## src/core/sensor_irq_pkg.sv

```systemverilog
package sensor_irq_pkg;

  // ==========================================================================
  // Register map
  localparam logic [7:0] ADDR_REVISION  = 8'h12;
  localparam logic [7:0] ADDR_DEVICE_ID = 8'h13;
  localparam logic [7:0] ADDR_INT_EN    = 8'h20;
  localparam logic [7:0] ADDR_PIN_SEL   = 8'h21;

  // ==========================================================================
  // Field positions (shared by enable and routing registers)
  localparam int unsigned BIT_DRDY     = 7;
  localparam int unsigned BIT_RESERVED = 6;
  localparam int unsigned BIT_BOOT     = 1;
  localparam int unsigned SRC_COUNT    = 8;

  // ==========================================================================
  // Reset values and boot image contents
  localparam logic [7:0] INT_EN_RST       = 8'h00;
  localparam logic [7:0] PIN_SEL_RST      = 8'h00;
  localparam logic [7:0] INT_EN_DEF_LOW   = 8'h00;
  localparam logic [7:0] INT_EN_DEF_HIGH  = 8'h20;
  localparam logic [7:0] PIN_SEL_DEF      = 8'h00;
  localparam logic [7:0] RDATA_RST        = 8'h00;
  localparam int unsigned OTP_WORDS       = 4;

  // ==========================================================================
  // Timing
  localparam int unsigned CLK_MHZ            = 50;
  localparam int unsigned MEAS_PHASE_X10_US  = 1261;
  localparam int unsigned MEAS_CYCLES        = (MEAS_PHASE_X10_US * CLK_MHZ + 9) / 10;
  localparam int unsigned BOOT1_PULSE_US     = 64;
  localparam int unsigned BOOT1_CYCLES       = BOOT1_PULSE_US * CLK_MHZ;
  localparam int unsigned BOOT2_PULSE_MS     = 10;
  localparam int unsigned BOOT2_CYCLES       = BOOT2_PULSE_MS * 1000 * CLK_MHZ;
  localparam int unsigned CNT_W              = 19;
  localparam logic [CNT_W-1:0] CNT_ZERO      = 19'h00000;

  // ==========================================================================
  // Boot sequence states
  typedef enum logic [2:0] {
    ST_LOAD  = 3'b001,
    ST_PULSE = 3'b010,
    ST_RUN   = 3'b100
  } boot_state_t;

endpackage

```

## src/core/otp_default_loader.sv

```systemverilog
`timescale 1ns/100ps
module otp_default_loader
  import sensor_irq_pkg::*;
(
  // Clock and reset
  input  wire logic       clock_i,
  input  wire logic       srst_i,
  // Strap selects the image half
  input  wire logic       strap_i,
  // Loaded defaults
  output logic            done_o,
  output logic [7:0]      int_en_o,
  output logic [7:0]      pin_sel_o
);

  // ==========================================================================
  // One-time image: enable then routing, low strap half first
  localparam logic [7:0] OTP_IMAGE [OTP_WORDS] = '{
    INT_EN_DEF_LOW, PIN_SEL_DEF, INT_EN_DEF_HIGH, PIN_SEL_DEF
  };

  logic       busy_q, busy_d;
  logic       idx_q, idx_d;
  logic       done_q, done_d;
  logic [7:0] int_en_q, int_en_d;
  logic [7:0] pin_sel_q, pin_sel_d;

  always_comb begin
    busy_d    = busy_q;
    idx_d     = idx_q;
    done_d    = 1'b0;
    int_en_d  = int_en_q;
    pin_sel_d = pin_sel_q;
    if (busy_q) begin
      idx_d = ~idx_q;
      if (!idx_q) begin
        int_en_d = OTP_IMAGE[{strap_i, idx_q}];
      end else begin
        pin_sel_d = OTP_IMAGE[{strap_i, idx_q}];
        busy_d    = 1'b0;
        done_d    = 1'b1;
      end
    end
  end

  always_ff @(posedge clock_i) begin
    if (srst_i) begin
      busy_q    <= 1'b1;
      idx_q     <= 1'b0;
      done_q    <= 1'b0;
      int_en_q  <= INT_EN_RST;
      pin_sel_q <= PIN_SEL_RST;
    end else begin
      busy_q    <= busy_d;
      idx_q     <= idx_d;
      done_q    <= done_d;
      int_en_q  <= int_en_d;
      pin_sel_q <= pin_sel_d;
    end
  end

  assign done_o    = done_q;
  assign int_en_o  = int_en_q;
  assign pin_sel_o = pin_sel_q;

endmodule // otp_default_loader

```

## src/core/sensor_irq_enable_routing.sv

```systemverilog
// Notes on behaviour
// - Data-ready interrupt is raised only while enable bit 7 is set.
// - Routing bit 7 set sends data-ready to second pin, clear to first.
// - With strap high, data-ready appears on the first pin only.
// - With strap high, second pin carries only the boot pulse.
// - Second pin in trigger-input function ignores the data-ready routing bit.
// - A measurement phase lasts 126.1 us.
// - Boot loads defaults from one-time memory, then sets boot-done.
// - Strap low: boot pulse on either pin, first pin after reset.
// - Address 13h reads a fixed identity code.
// - Address 12h reads the revision code.
// - Strap high: boot pulse on second pin only, never first.
`timescale 1ns/100ps
module sensor_irq_enable_routing
  import sensor_irq_pkg::*;
#(
  parameter int unsigned MEAS_CYCLES_P  = MEAS_CYCLES,
  parameter int unsigned BOOT2_CYCLES_P = BOOT2_CYCLES,
  // Identity values are arbitrary
  parameter logic [7:0]  DEVICE_ID_P    = 8'ha5,
  parameter logic [7:0]  REVISION_P     = 8'h5a
) (
  // Clock and reset
  input  wire logic       clock_i,
  input  wire logic       srst_i,
  // Strap and second pin function
  input  wire logic       boot_mode_strap_i,
  input  wire logic       second_pin_function_i,
  // Sensor core
  input  wire logic       sample_tick_i,
  input  wire logic [7:0] source_level_i,
  input  wire logic       data_read_i,
  // Register port
  input  wire logic       reg_wr_i,
  input  wire logic       reg_rd_i,
  input  wire logic [7:0] reg_addr_i,
  input  wire logic [7:0] reg_wdata_i,
  output logic      [7:0] reg_rdata_o,
  // Pins and status
  output logic            first_irq_pin_o,
  output logic            second_irq_pin_o,
  output logic            boot_done_o,
  output logic            measuring_o
);

  // ==========================================================================
  // Boot image loader
  logic       load_done;
  logic [7:0] otp_int_en;
  logic [7:0] otp_pin_sel;

  otp_default_loader u_loader (
    .clock_i   (clock_i),
    .srst_i    (srst_i),
    .strap_i   (boot_mode_strap_i),
    .done_o    (load_done),
    .int_en_o  (otp_int_en),
    .pin_sel_o (otp_pin_sel)
  );

  // ==========================================================================
  // Boot sequence and registers
  boot_state_t      state_q, state_d;
  logic [CNT_W-1:0] pulse_cnt_q, pulse_cnt_d;
  logic             strap_q, strap_d;
  logic             boot_done_q, boot_done_d;
  logic [7:0]       int_en_q, int_en_d;
  logic [7:0]       pin_sel_q, pin_sel_d;

  always_comb begin
    state_d     = state_q;
    pulse_cnt_d = pulse_cnt_q;
    strap_d     = strap_q;
    boot_done_d = boot_done_q;
    int_en_d    = int_en_q;
    pin_sel_d   = pin_sel_q;
    unique case (state_q)
      ST_LOAD: begin
        strap_d = boot_mode_strap_i;
        if (load_done) begin
          int_en_d    = otp_int_en;
          pin_sel_d   = otp_pin_sel;
          boot_done_d = 1'b1;
          pulse_cnt_d = strap_q ? CNT_W'(BOOT2_CYCLES_P - 1) : CNT_W'(BOOT1_CYCLES - 1);
          state_d     = (strap_q || !otp_int_en[BIT_BOOT]) ? ST_PULSE : ST_RUN;
        end
      end
      ST_PULSE: begin
        if (pulse_cnt_q == CNT_ZERO) begin
          state_d = ST_RUN;
        end else begin
          pulse_cnt_d = pulse_cnt_q - CNT_W'(1);
        end
      end
      ST_RUN: begin
        pulse_cnt_d = CNT_ZERO;
      end
    endcase
    if (state_q != ST_LOAD && reg_wr_i) begin
      if (reg_addr_i == ADDR_INT_EN) begin
        int_en_d = reg_wdata_i;
      end
      if (reg_addr_i == ADDR_PIN_SEL) begin
        pin_sel_d = reg_wdata_i;
      end
    end
  end

  always_ff @(posedge clock_i) begin
    if (srst_i) begin
      state_q     <= ST_LOAD;
      pulse_cnt_q <= CNT_ZERO;
      strap_q     <= 1'b0;
      boot_done_q <= 1'b0;
      int_en_q    <= INT_EN_RST;
      pin_sel_q   <= PIN_SEL_RST;
    end else begin
      state_q     <= state_d;
      pulse_cnt_q <= pulse_cnt_d;
      strap_q     <= strap_d;
      boot_done_q <= boot_done_d;
      int_en_q    <= int_en_d;
      pin_sel_q   <= pin_sel_d;
    end
  end

  // ==========================================================================
  // Measurement phase and data-ready flag
  logic [CNT_W-1:0] meas_cnt_q, meas_cnt_d;
  logic             measuring_q, measuring_d;
  logic             drdy_flag_q, drdy_flag_d;
  logic             drdy_set;

  always_comb begin
    meas_cnt_d  = meas_cnt_q;
    measuring_d = measuring_q;
    drdy_set    = 1'b0;
    if (measuring_q) begin
      if (meas_cnt_q == CNT_ZERO) begin
        measuring_d = 1'b0;
        drdy_set    = 1'b1;
      end else begin
        meas_cnt_d = meas_cnt_q - CNT_W'(1);
      end
    end else if (sample_tick_i && state_q == ST_RUN) begin
      measuring_d = 1'b1;
      meas_cnt_d  = CNT_W'(MEAS_CYCLES_P - 1);
    end
    // New sample beats a read in the same cycle
    drdy_flag_d = drdy_set | (drdy_flag_q & ~data_read_i);
  end

  always_ff @(posedge clock_i) begin
    if (srst_i) begin
      meas_cnt_q  <= CNT_ZERO;
      measuring_q <= 1'b0;
      drdy_flag_q <= 1'b0;
    end else begin
      meas_cnt_q  <= meas_cnt_d;
      measuring_q <= measuring_d;
      drdy_flag_q <= drdy_flag_d;
    end
  end

  // ==========================================================================
  // Source gating and pin routing
  logic [SRC_COUNT-1:0] src_hit;
  logic [SRC_COUNT-1:0] to_second;
  logic                 boot_on;
  logic                 boot_to_second;
  logic                 first_pin_d, second_pin_d;
  logic                 first_pin_q, second_pin_q;

  for (genvar i = 0; i < SRC_COUNT; i++) begin : g_src
    if (i == BIT_DRDY) begin : g_drdy
      assign src_hit[i]   = int_en_q[i] & drdy_flag_q & (state_q != ST_LOAD);
      assign to_second[i] = pin_sel_q[i] & ~strap_q & ~second_pin_function_i;
    end else if (i == BIT_BOOT) begin : g_boot
      assign src_hit[i]   = 1'b0;
      assign to_second[i] = 1'b0;
    end else if (i == BIT_RESERVED) begin : g_nosel
      assign src_hit[i]   = int_en_q[i] & source_level_i[i] & (state_q != ST_LOAD);
      assign to_second[i] = 1'b0;
    end else begin : g_other
      assign src_hit[i]   = int_en_q[i] & source_level_i[i] & (state_q != ST_LOAD);
      assign to_second[i] = pin_sel_q[i] & ~strap_q;
    end
  end

  assign boot_on        = (state_q == ST_PULSE);
  assign boot_to_second = strap_q | pin_sel_q[BIT_BOOT];

  always_comb begin
    first_pin_d  = |(src_hit & ~to_second) | (boot_on & ~boot_to_second);
    second_pin_d = |(src_hit & to_second) | (boot_on & boot_to_second);
  end

  // ==========================================================================
  // Register read port
  logic [7:0] rdata_q, rdata_d;

  always_comb begin
    rdata_d = rdata_q;
    if (reg_rd_i) begin
      unique case (reg_addr_i)
        ADDR_REVISION:  rdata_d = REVISION_P;
        ADDR_DEVICE_ID: rdata_d = DEVICE_ID_P;
        ADDR_INT_EN:    rdata_d = int_en_q;
        ADDR_PIN_SEL:   rdata_d = pin_sel_q;
        default:        rdata_d = RDATA_RST;
      endcase
    end
  end

  always_ff @(posedge clock_i) begin
    if (srst_i) begin
      first_pin_q  <= 1'b0;
      second_pin_q <= 1'b0;
      rdata_q      <= RDATA_RST;
    end else begin
      first_pin_q  <= first_pin_d;
      second_pin_q <= second_pin_d;
      rdata_q      <= rdata_d;
    end
  end

  assign first_irq_pin_o  = first_pin_q;
  assign second_irq_pin_o = second_pin_q;
  assign reg_rdata_o      = rdata_q;
  assign boot_done_o      = boot_done_q;
  assign measuring_o      = measuring_q;

  // ==========================================================================
  // Checks
  int unsigned meas_len_q;

  always_ff @(posedge clock_i) begin
    if (srst_i || !measuring_o) begin
      meas_len_q <= 0;
    end else begin
      meas_len_q <= meas_len_q + 1;
    end
  end
endmodule // sensor_irq_enable_routing

```

## config.mk

```make
export PLATFORM = sky130hd
export DESIGN_NAME = sensor_irq_enable_routing
export DESIGN_NICKNAME = d
export VERILOG_FILES = /design/src/core/sensor_irq_pkg.sv /design/src/core/otp_default_loader.sv /design/src/core/sensor_irq_enable_routing.sv
export SDC_FILE = /design/constraint.sdc
export NUM_CORES = 1
export LEC_CHECK = 0
export ABC_AREA = 1
export ABC_CLOCK_PERIOD_IN_PS = 2100
export BUFFER_PORTS_ARGS = -buffer_cell sky130_fd_sc_hd__buf_2
export CORE_ASPECT_RATIO = 0.5
export CORE_MARGIN = 4
export CORE_UTILIZATION = 59
export DETAILED_ROUTE_END_ITERATION = 6
export PLACE_DENSITY = 0.8
export SYNTH_ARGS = -nofsm -noshare
export SYNTH_HDL_FRONTEND = slang
export SYNTH_SLANG_ARGS = --single-unit
export TNS_END_PERCENT = 30
```

## constraint.sdc

```tcl
create_clock -name clock_i -period 2.1 [get_ports clock_i]
set_clock_uncertainty 0.1 [all_clocks]
set_input_delay 0.21 -clock clock_i [delete_from_list [all_inputs] [get_ports clock_i]]
set_output_delay 0.21 -clock clock_i [all_outputs]
set_load 0.01 [all_outputs]
```

==> out/summary.txt, run 1 <==
Syn. warnings = 0
Number of library cell types mapped by synthesis = 32
TritonRoute pass-1 iters = 5
Mapped Cells = 662
Clock transition at the registers of the reported paths = 0.06 ns
GRT Total Usage = 24.2%
Post-CTS Resized = 0
Row count = 21
Seq cells post-synth = 76
Inst Count DP = 787
Core ar. = 6780 sq um
Final Hold Fails = 0
Worst skew pair latency = 0.34 ns
Largest net degree at the start of global routing = 31
Fin util = 71.0%
IO Port Bufs = 41
Nets = 741
Commonest non-fill, non-tap cell in the layout = nor2_1
Leak = 2.26 nW
Die W = 127 um
Vias in the first global route = 3803
Drt initial violations = 253
Final TNS setup = 0 ns
Deepest clock path buffer count = 2
Syn_area_per_cell = 6.31 sq um
Status = finished clean
Via count = 4294
Max Cap Viol = 0
Initial antenna violation count = 0
Setup crit end kind = flop
Tmin final = 1.89 ns
Post-CTS setup buffer count = 0
First-pass GRT wire length = 16.6 mm
RSZ-0062 raised after global routing = false
Detailed Place HPWL = 7.05 mm
Wire per inst = 12.2 um
Fmax = 530 MHz
Inserted Clock Buffers = 9
WL final = 9.82 mm
Ratio of final minimum period to clock period = 89.9%
Fin. max-slew vios = 0
Htree depth = 3
Die ar. = 8570 sq um
Non-filler cells, final = 802
Number of diodes = 0
Critical setup path kind = reg -> reg
Worst slew pin tran = 0.467 ns
Routed Antenna Nets = 0
Slew HR = 68.8%
Vias per cell = 5.35
Root buffer cell = clkbuf_16
Pwr/cell area = 812 nW/um^2
Worst VDD drop = 0.000492 V
Die Span Y = 67.5 um
Final setup fails = 0
# DRC = 0
Crit path launch type = flop
CP arrival = 2.02 ns
Sequential cell area fraction in the yosys report = 36.4%
CTS tree = done
Clock Sinks = 76
Syn_nets = 697
Most frequent cells in the layout = nor2_1 (145), nand2_1 (144), dfxtp_1 (76)
Gr ovfl total = 0
CP max FO = 12
Layout fillers = 594
Initial Util = 61.6%
Critical Path RT = 2.23 ns
Synthesized area = 4180 sq um
Hold_buf cts = 0
Worst hold path class = in -> reg
I/O Pins = 44
Routability cong. = 0.883
Area delta synth->final = 15.2%
Layout cells sized above 1 = 12.8%
[state kept, by name (all words and copies together), names as in the netlist, 3 cells and up]
register and cells:
int_en_q 8, meas_cnt_q 19, pulse_cnt_q 19, state_q 3, reg_rdata_o 8, pin_sel_q 8
[cell usage after synthesis, drive strengths merged]
cell	count	area, sq um
o21ai	46	230
inv	74	278
xnor2	1	8.76
buf	10	72.6
nor2	154	619
nand4	7	43.8
ha	3	37.5
or2	1	6.26
a211oi	1	7.51
a21oi	51	255
nand3b	1	7.51
clkbuf	6	22.5
nand2	148	576
dfxtp	76	1520
nor3	11	88.8
o22ai	2	12.5
nand3	66	358
xor2	3	26.3
and3	1	6.26
[metrics by stage]
step / worst slack (ns) / power (W) / hold WS, ns / area (sq um)
5_1_grt: 0.0338 / 0.00409 / 0.0494 / 4810
3_5_place_dp: 0.260 / 0.00218 / 0.330 / 4480
3_3_place_gp: 0.281 / 0.00217 / 0.324 / 4480
6_report: 0.213 / 0.00391 / 0.0232 / 4810
2_1_floorplan: 0.471 / 0.00203 / 0.245 / 4180
4_1_cts: 0.249 / 0.00393 / 0.0206 / 4810
[path summary, 6_finish.rpt]
check	slack, ns	startpoint	end	depth (start not counted)
worst max-delay path	0.21	meas_cnt_q[0]$_SDFFE_PP0P_	meas_cnt_q[10]$_SDFFE_PP0P_	11
worst min-delay path	0.02	reg_wdata_i[5]	int_en_q[5]$_SDFF_PP0_	3
worst max register to register	0.21	meas_cnt_q[0]$_SDFFE_PP0P_	meas_cnt_q[10]$_SDFFE_PP0P_	11
worst min register to register	0.33	u_loader.pin_sel_o[5]$_SDFFE_PP0P_	u_loader.pin_sel_o[5]$_SDFFE_PP0P_	2
[routing by layer]
metal / share of wire, % / global-route usage [%] / wire [um]
met1: 44 / 28.9 / 4330
met4: 2.3 / 9.76 / 223
met5: 0 / 0 / 0
met3: 6.6 / 5.92 / 648
met2: 47 / 42.7 / 4620
[power breakdown]
| group | switching (W) | internal [W] | total (W) |
|---|---|---|---|
| logic | 0.000393 | 0.000194 | 0.000587 |
| clock network | 0.000593 | 0.00115 | 0.00175 |
| registers | 0.0000645 | 0.00151 | 0.00158 |
[layout make-up]
cell class,count,area [sq um],share of cell area [%]
Sequential cell,76,1520,31.6
Tap cell,92,115,2.39
Inverter,74,278,5.77
Timing Repair Buffer,49,278,5.77
Clock buffer,9,225,4.68
Multi-Input combinational cell,496,2280,47.4
Clock inverter,6,114,2.36
[worst max-delay path: stages, from the launching register on]
cell and delay (ns):
dfxtp_1 0.31, inv_1 0.11, ha_1 0.24, nand2_4 0.10
nor2_8 0.15, nand3_4 0.14, nand2_4 0.18, inv_2 0.15
nand2_1 0.12, nand2_1 0.08, nand2_1 0.06, nor2_1 0.04
[cell families (layout without fill, tap and decap cells)]
kind of cell / count (synthesis) / count (layout) / synth area share, %
AND/OR/NAND/NOR: 389 / 389 / 40.8
AO/OA/AOI/OAI: 100 / 100 / 12.1
buffers and inverters: 90 / 138 / 8.92
flip-flops: 76 / 76 / 36.4
XOR/XNOR: 4 / 4 / 0.839
adder cells (fa/ha/maj): 3 / 3 / 0.899
Note: power is estimated with default switching activity, not from simulation.
==> run 2, diff against run 1 <==
--- a/config.mk
+++ b/config.mk
@@ -6,7 +6,7 @@
 export NUM_CORES = 1
 export LEC_CHECK = 0
 export ABC_AREA = 1
-export ABC_CLOCK_PERIOD_IN_PS = 2100
+export ABC_CLOCK_PERIOD_IN_PS = 1950
 export BUFFER_PORTS_ARGS = -buffer_cell sky130_fd_sc_hd__buf_2
 export CORE_ASPECT_RATIO = 0.5
 export CORE_MARGIN = 4
==> constraint.sdc (replaced) <==
create_clock -name clock_i -period 1.95 [get_ports clock_i]
set_clock_uncertainty 0.1 [all_clocks]
set_input_delay 0.195 -clock clock_i [delete_from_list [all_inputs] [get_ports clock_i]]
set_output_delay 0.195 -clock clock_i [all_outputs]
set_load 0.01 [all_outputs]
==> out/summary.txt, run 2 (synthesis gave the netlist of run 1 again) <==
Status = finished clean
Routability cong. = 0.879
Pint = 0.00274 W
Max Cap Viol = 0
Critical setup path kind = reg -> reg
Inserted Clock Buffers = 9
Final Hold Fails = 0
CTS tree = done
Area delta synth->final = 15.3%
Die ar. = 8570 sq um
CP Launch Point = meas_cnt_q[0]$_SDFFE_PP0P_
Row count = 21
CP max FO = 11
Gate power share = 16.5%
Worst skew pair latency = 0.34 ns
Post-CTS setup buffer count = 0
Placed Area = 4540 sq um
Fin. max-slew vios = 0
Tmin final = 1.78 ns
Switching share of power = 29.4%
Biggest regs = meas_cnt_q x19, pulse_cnt_q x19
Leak = 2.28 nW
Reg area = 1520 sq um
Clock Power Share = 39.9%
First-pass GRT wire length = 17.1 mm
Post-CTS Resized = 0
Inst Count DP = 795
R2r setup slk = 0.17 ns
Critical Path RT = 2.08 ns
WL final = 9.92 mm
Final TNS setup = 0 ns
Vias per cell = 5.23
Path depth of the worst reg2reg path = 11
Fmax = 560 MHz
Worst VDD drop = 0.000544 V
Footprint of the multi-input gates = 2290 sq um
Reg2reg start = meas_cnt_q[0]$_SDFFE_PP0P_
Routed Antenna Nets = 0
Setup crit end kind = flop
RSZ-0062 raised after global routing = false
GRT Total Usage = 24.7%
TritonRoute pass-1 iters = 5
Hold_buf cts = 0
NetSw = 0.00114 W
Layout cells sized above 1 = 13.9%
CP arrival = 1.92 ns
Root buffer cell = clkbuf_16
Nets = 749
Vias in the first global route = 3845
Die W = 127 um
Hold slack = 0.0168 ns
Layout fillers = 600
Gr ovfl total = 0
Final Power = 0.00389 W
Commonest non-fill, non-tap cell in the layout = nor2_1
Most frequent cells in the layout = nor2_1 (145), nand2_1 (144), dfxtp_1 (76)
Clock transition at the registers of the reported paths = 0.06 ns
Non-filler cells, final = 811
Crit path launch type = flop
Pwr/cell area = 807 nW/um^2
Die Span Y = 67.5 um
Clock Sinks = 76
Drt initial violations = 338
Deepest clock path buffer count = 2
I/O Pins = 44
Final setup fails = 0
Worst hold path class = in -> reg
Reg2reg end = meas_cnt_q[10]$_SDFFE_PP0P_
Final instance area = 4820 sq um
Wire per inst = 12.2 um
Detailed Place HPWL = 7.23 mm
# DRC = 0
Slew HR = 69.2%
Largest net degree at the start of global routing = 31
Htree depth = 3
End point of the critical path = meas_cnt_q[10]$_SDFFE_PP0P_
Worst slew pin tran = 0.461 ns
Ratio of final minimum period to clock period = 91.5%
Sequential fraction of design power = 43.6%
Via count = 4238
IO Port Bufs = 41
Core ar. = 6780 sq um
Initial Util = 61.6%
Number of diodes = 0
Initial antenna violation count = 0
## run 2: worst min-delay path by stage
stage / start / endpoint / slack (ns) / cells after the start
2_1_floorplan: boot_mode_strap_i / u_loader.int_en_o[5]$_SDFFE_PP0P_ / 0.23 / 2
3_3_place_gp: u_loader.pin_sel_o[5]$_SDFFE_PP0P_ / u_loader.pin_sel_o[5]$_SDFFE_PP0P_ / 0.32 / 2
3_5_place_dp: u_loader.pin_sel_o[5]$_SDFFE_PP0P_ / u_loader.pin_sel_o[5]$_SDFFE_PP0P_ / 0.33 / 2
4_1_cts: reg_wdata_i[5] / int_en_q[5]$_SDFF_PP0_ / 0.008 / 3
5_1_grt: boot_mode_strap_i / u_loader.int_en_o[5]$_SDFFE_PP0P_ / 0.02 / 3
6_report: reg_wdata_i[5] / pin_sel_q[5]$_SDFF_PP0_ / 0.02 / 3
## run 2: metal layers
metal  global-route usage, %  vias to the layer above  wire, um
met5                       0                        -         0
met4                    7.22                        0       156
met3                    6.40                       19       616
met2                    44.1                      130      4700
met1                    29.9                     1875      4450
li1                        -                     2214         -
## run 2: critical path, stage by stage, from the launching register on
cell,delay (ns)
dfxtp_1,0.31
inv_1,0.11
ha_2,0.23
nand2_4,0.09
nor2_8,0.15
nand3_4,0.14
nand2_4,0.15
inv_2,0.13
nand2_1,0.12
nand2_1,0.06
nand2_1,0.05
nor2_1,0.03
## run 2: per-stage QoR
step	util (%)	setup WS, ns
after global routing	71.1	0.0326
after floorplan	-	0.321
after detailed placement	66.9	0.174
after CTS	71.0	0.140
final	71.1	0.166
after global placement	66.9	0.218
## run 2: power by group through the flow
stage / Clock [W] / Sequential, W / Combinational (W)
final: 0.00155 / 0.00169 / 0.000642
after global routing: 0.00165 / 0.00170 / 0.000741
after CTS: 0.00157 / 0.00169 / 0.000640
after detailed placement: 0 / 0.00173 / 0.000635
after global placement: 0 / 0.00173 / 0.000622
after floorplan: 0 / 0.00171 / 0.000478
## run 2: final cells by class
type | instances | area share [%]
Timing Repair Buffer | 57 | 7.01
Clock buffer | 11 | 5.04
Multi-Input combinational cell | 496 | 47.4
Clock inverter | 5 | 0.779
Tap cell | 92 | 2.39
Inverter | 74 | 5.76
Sequential cell | 76 | 31.6
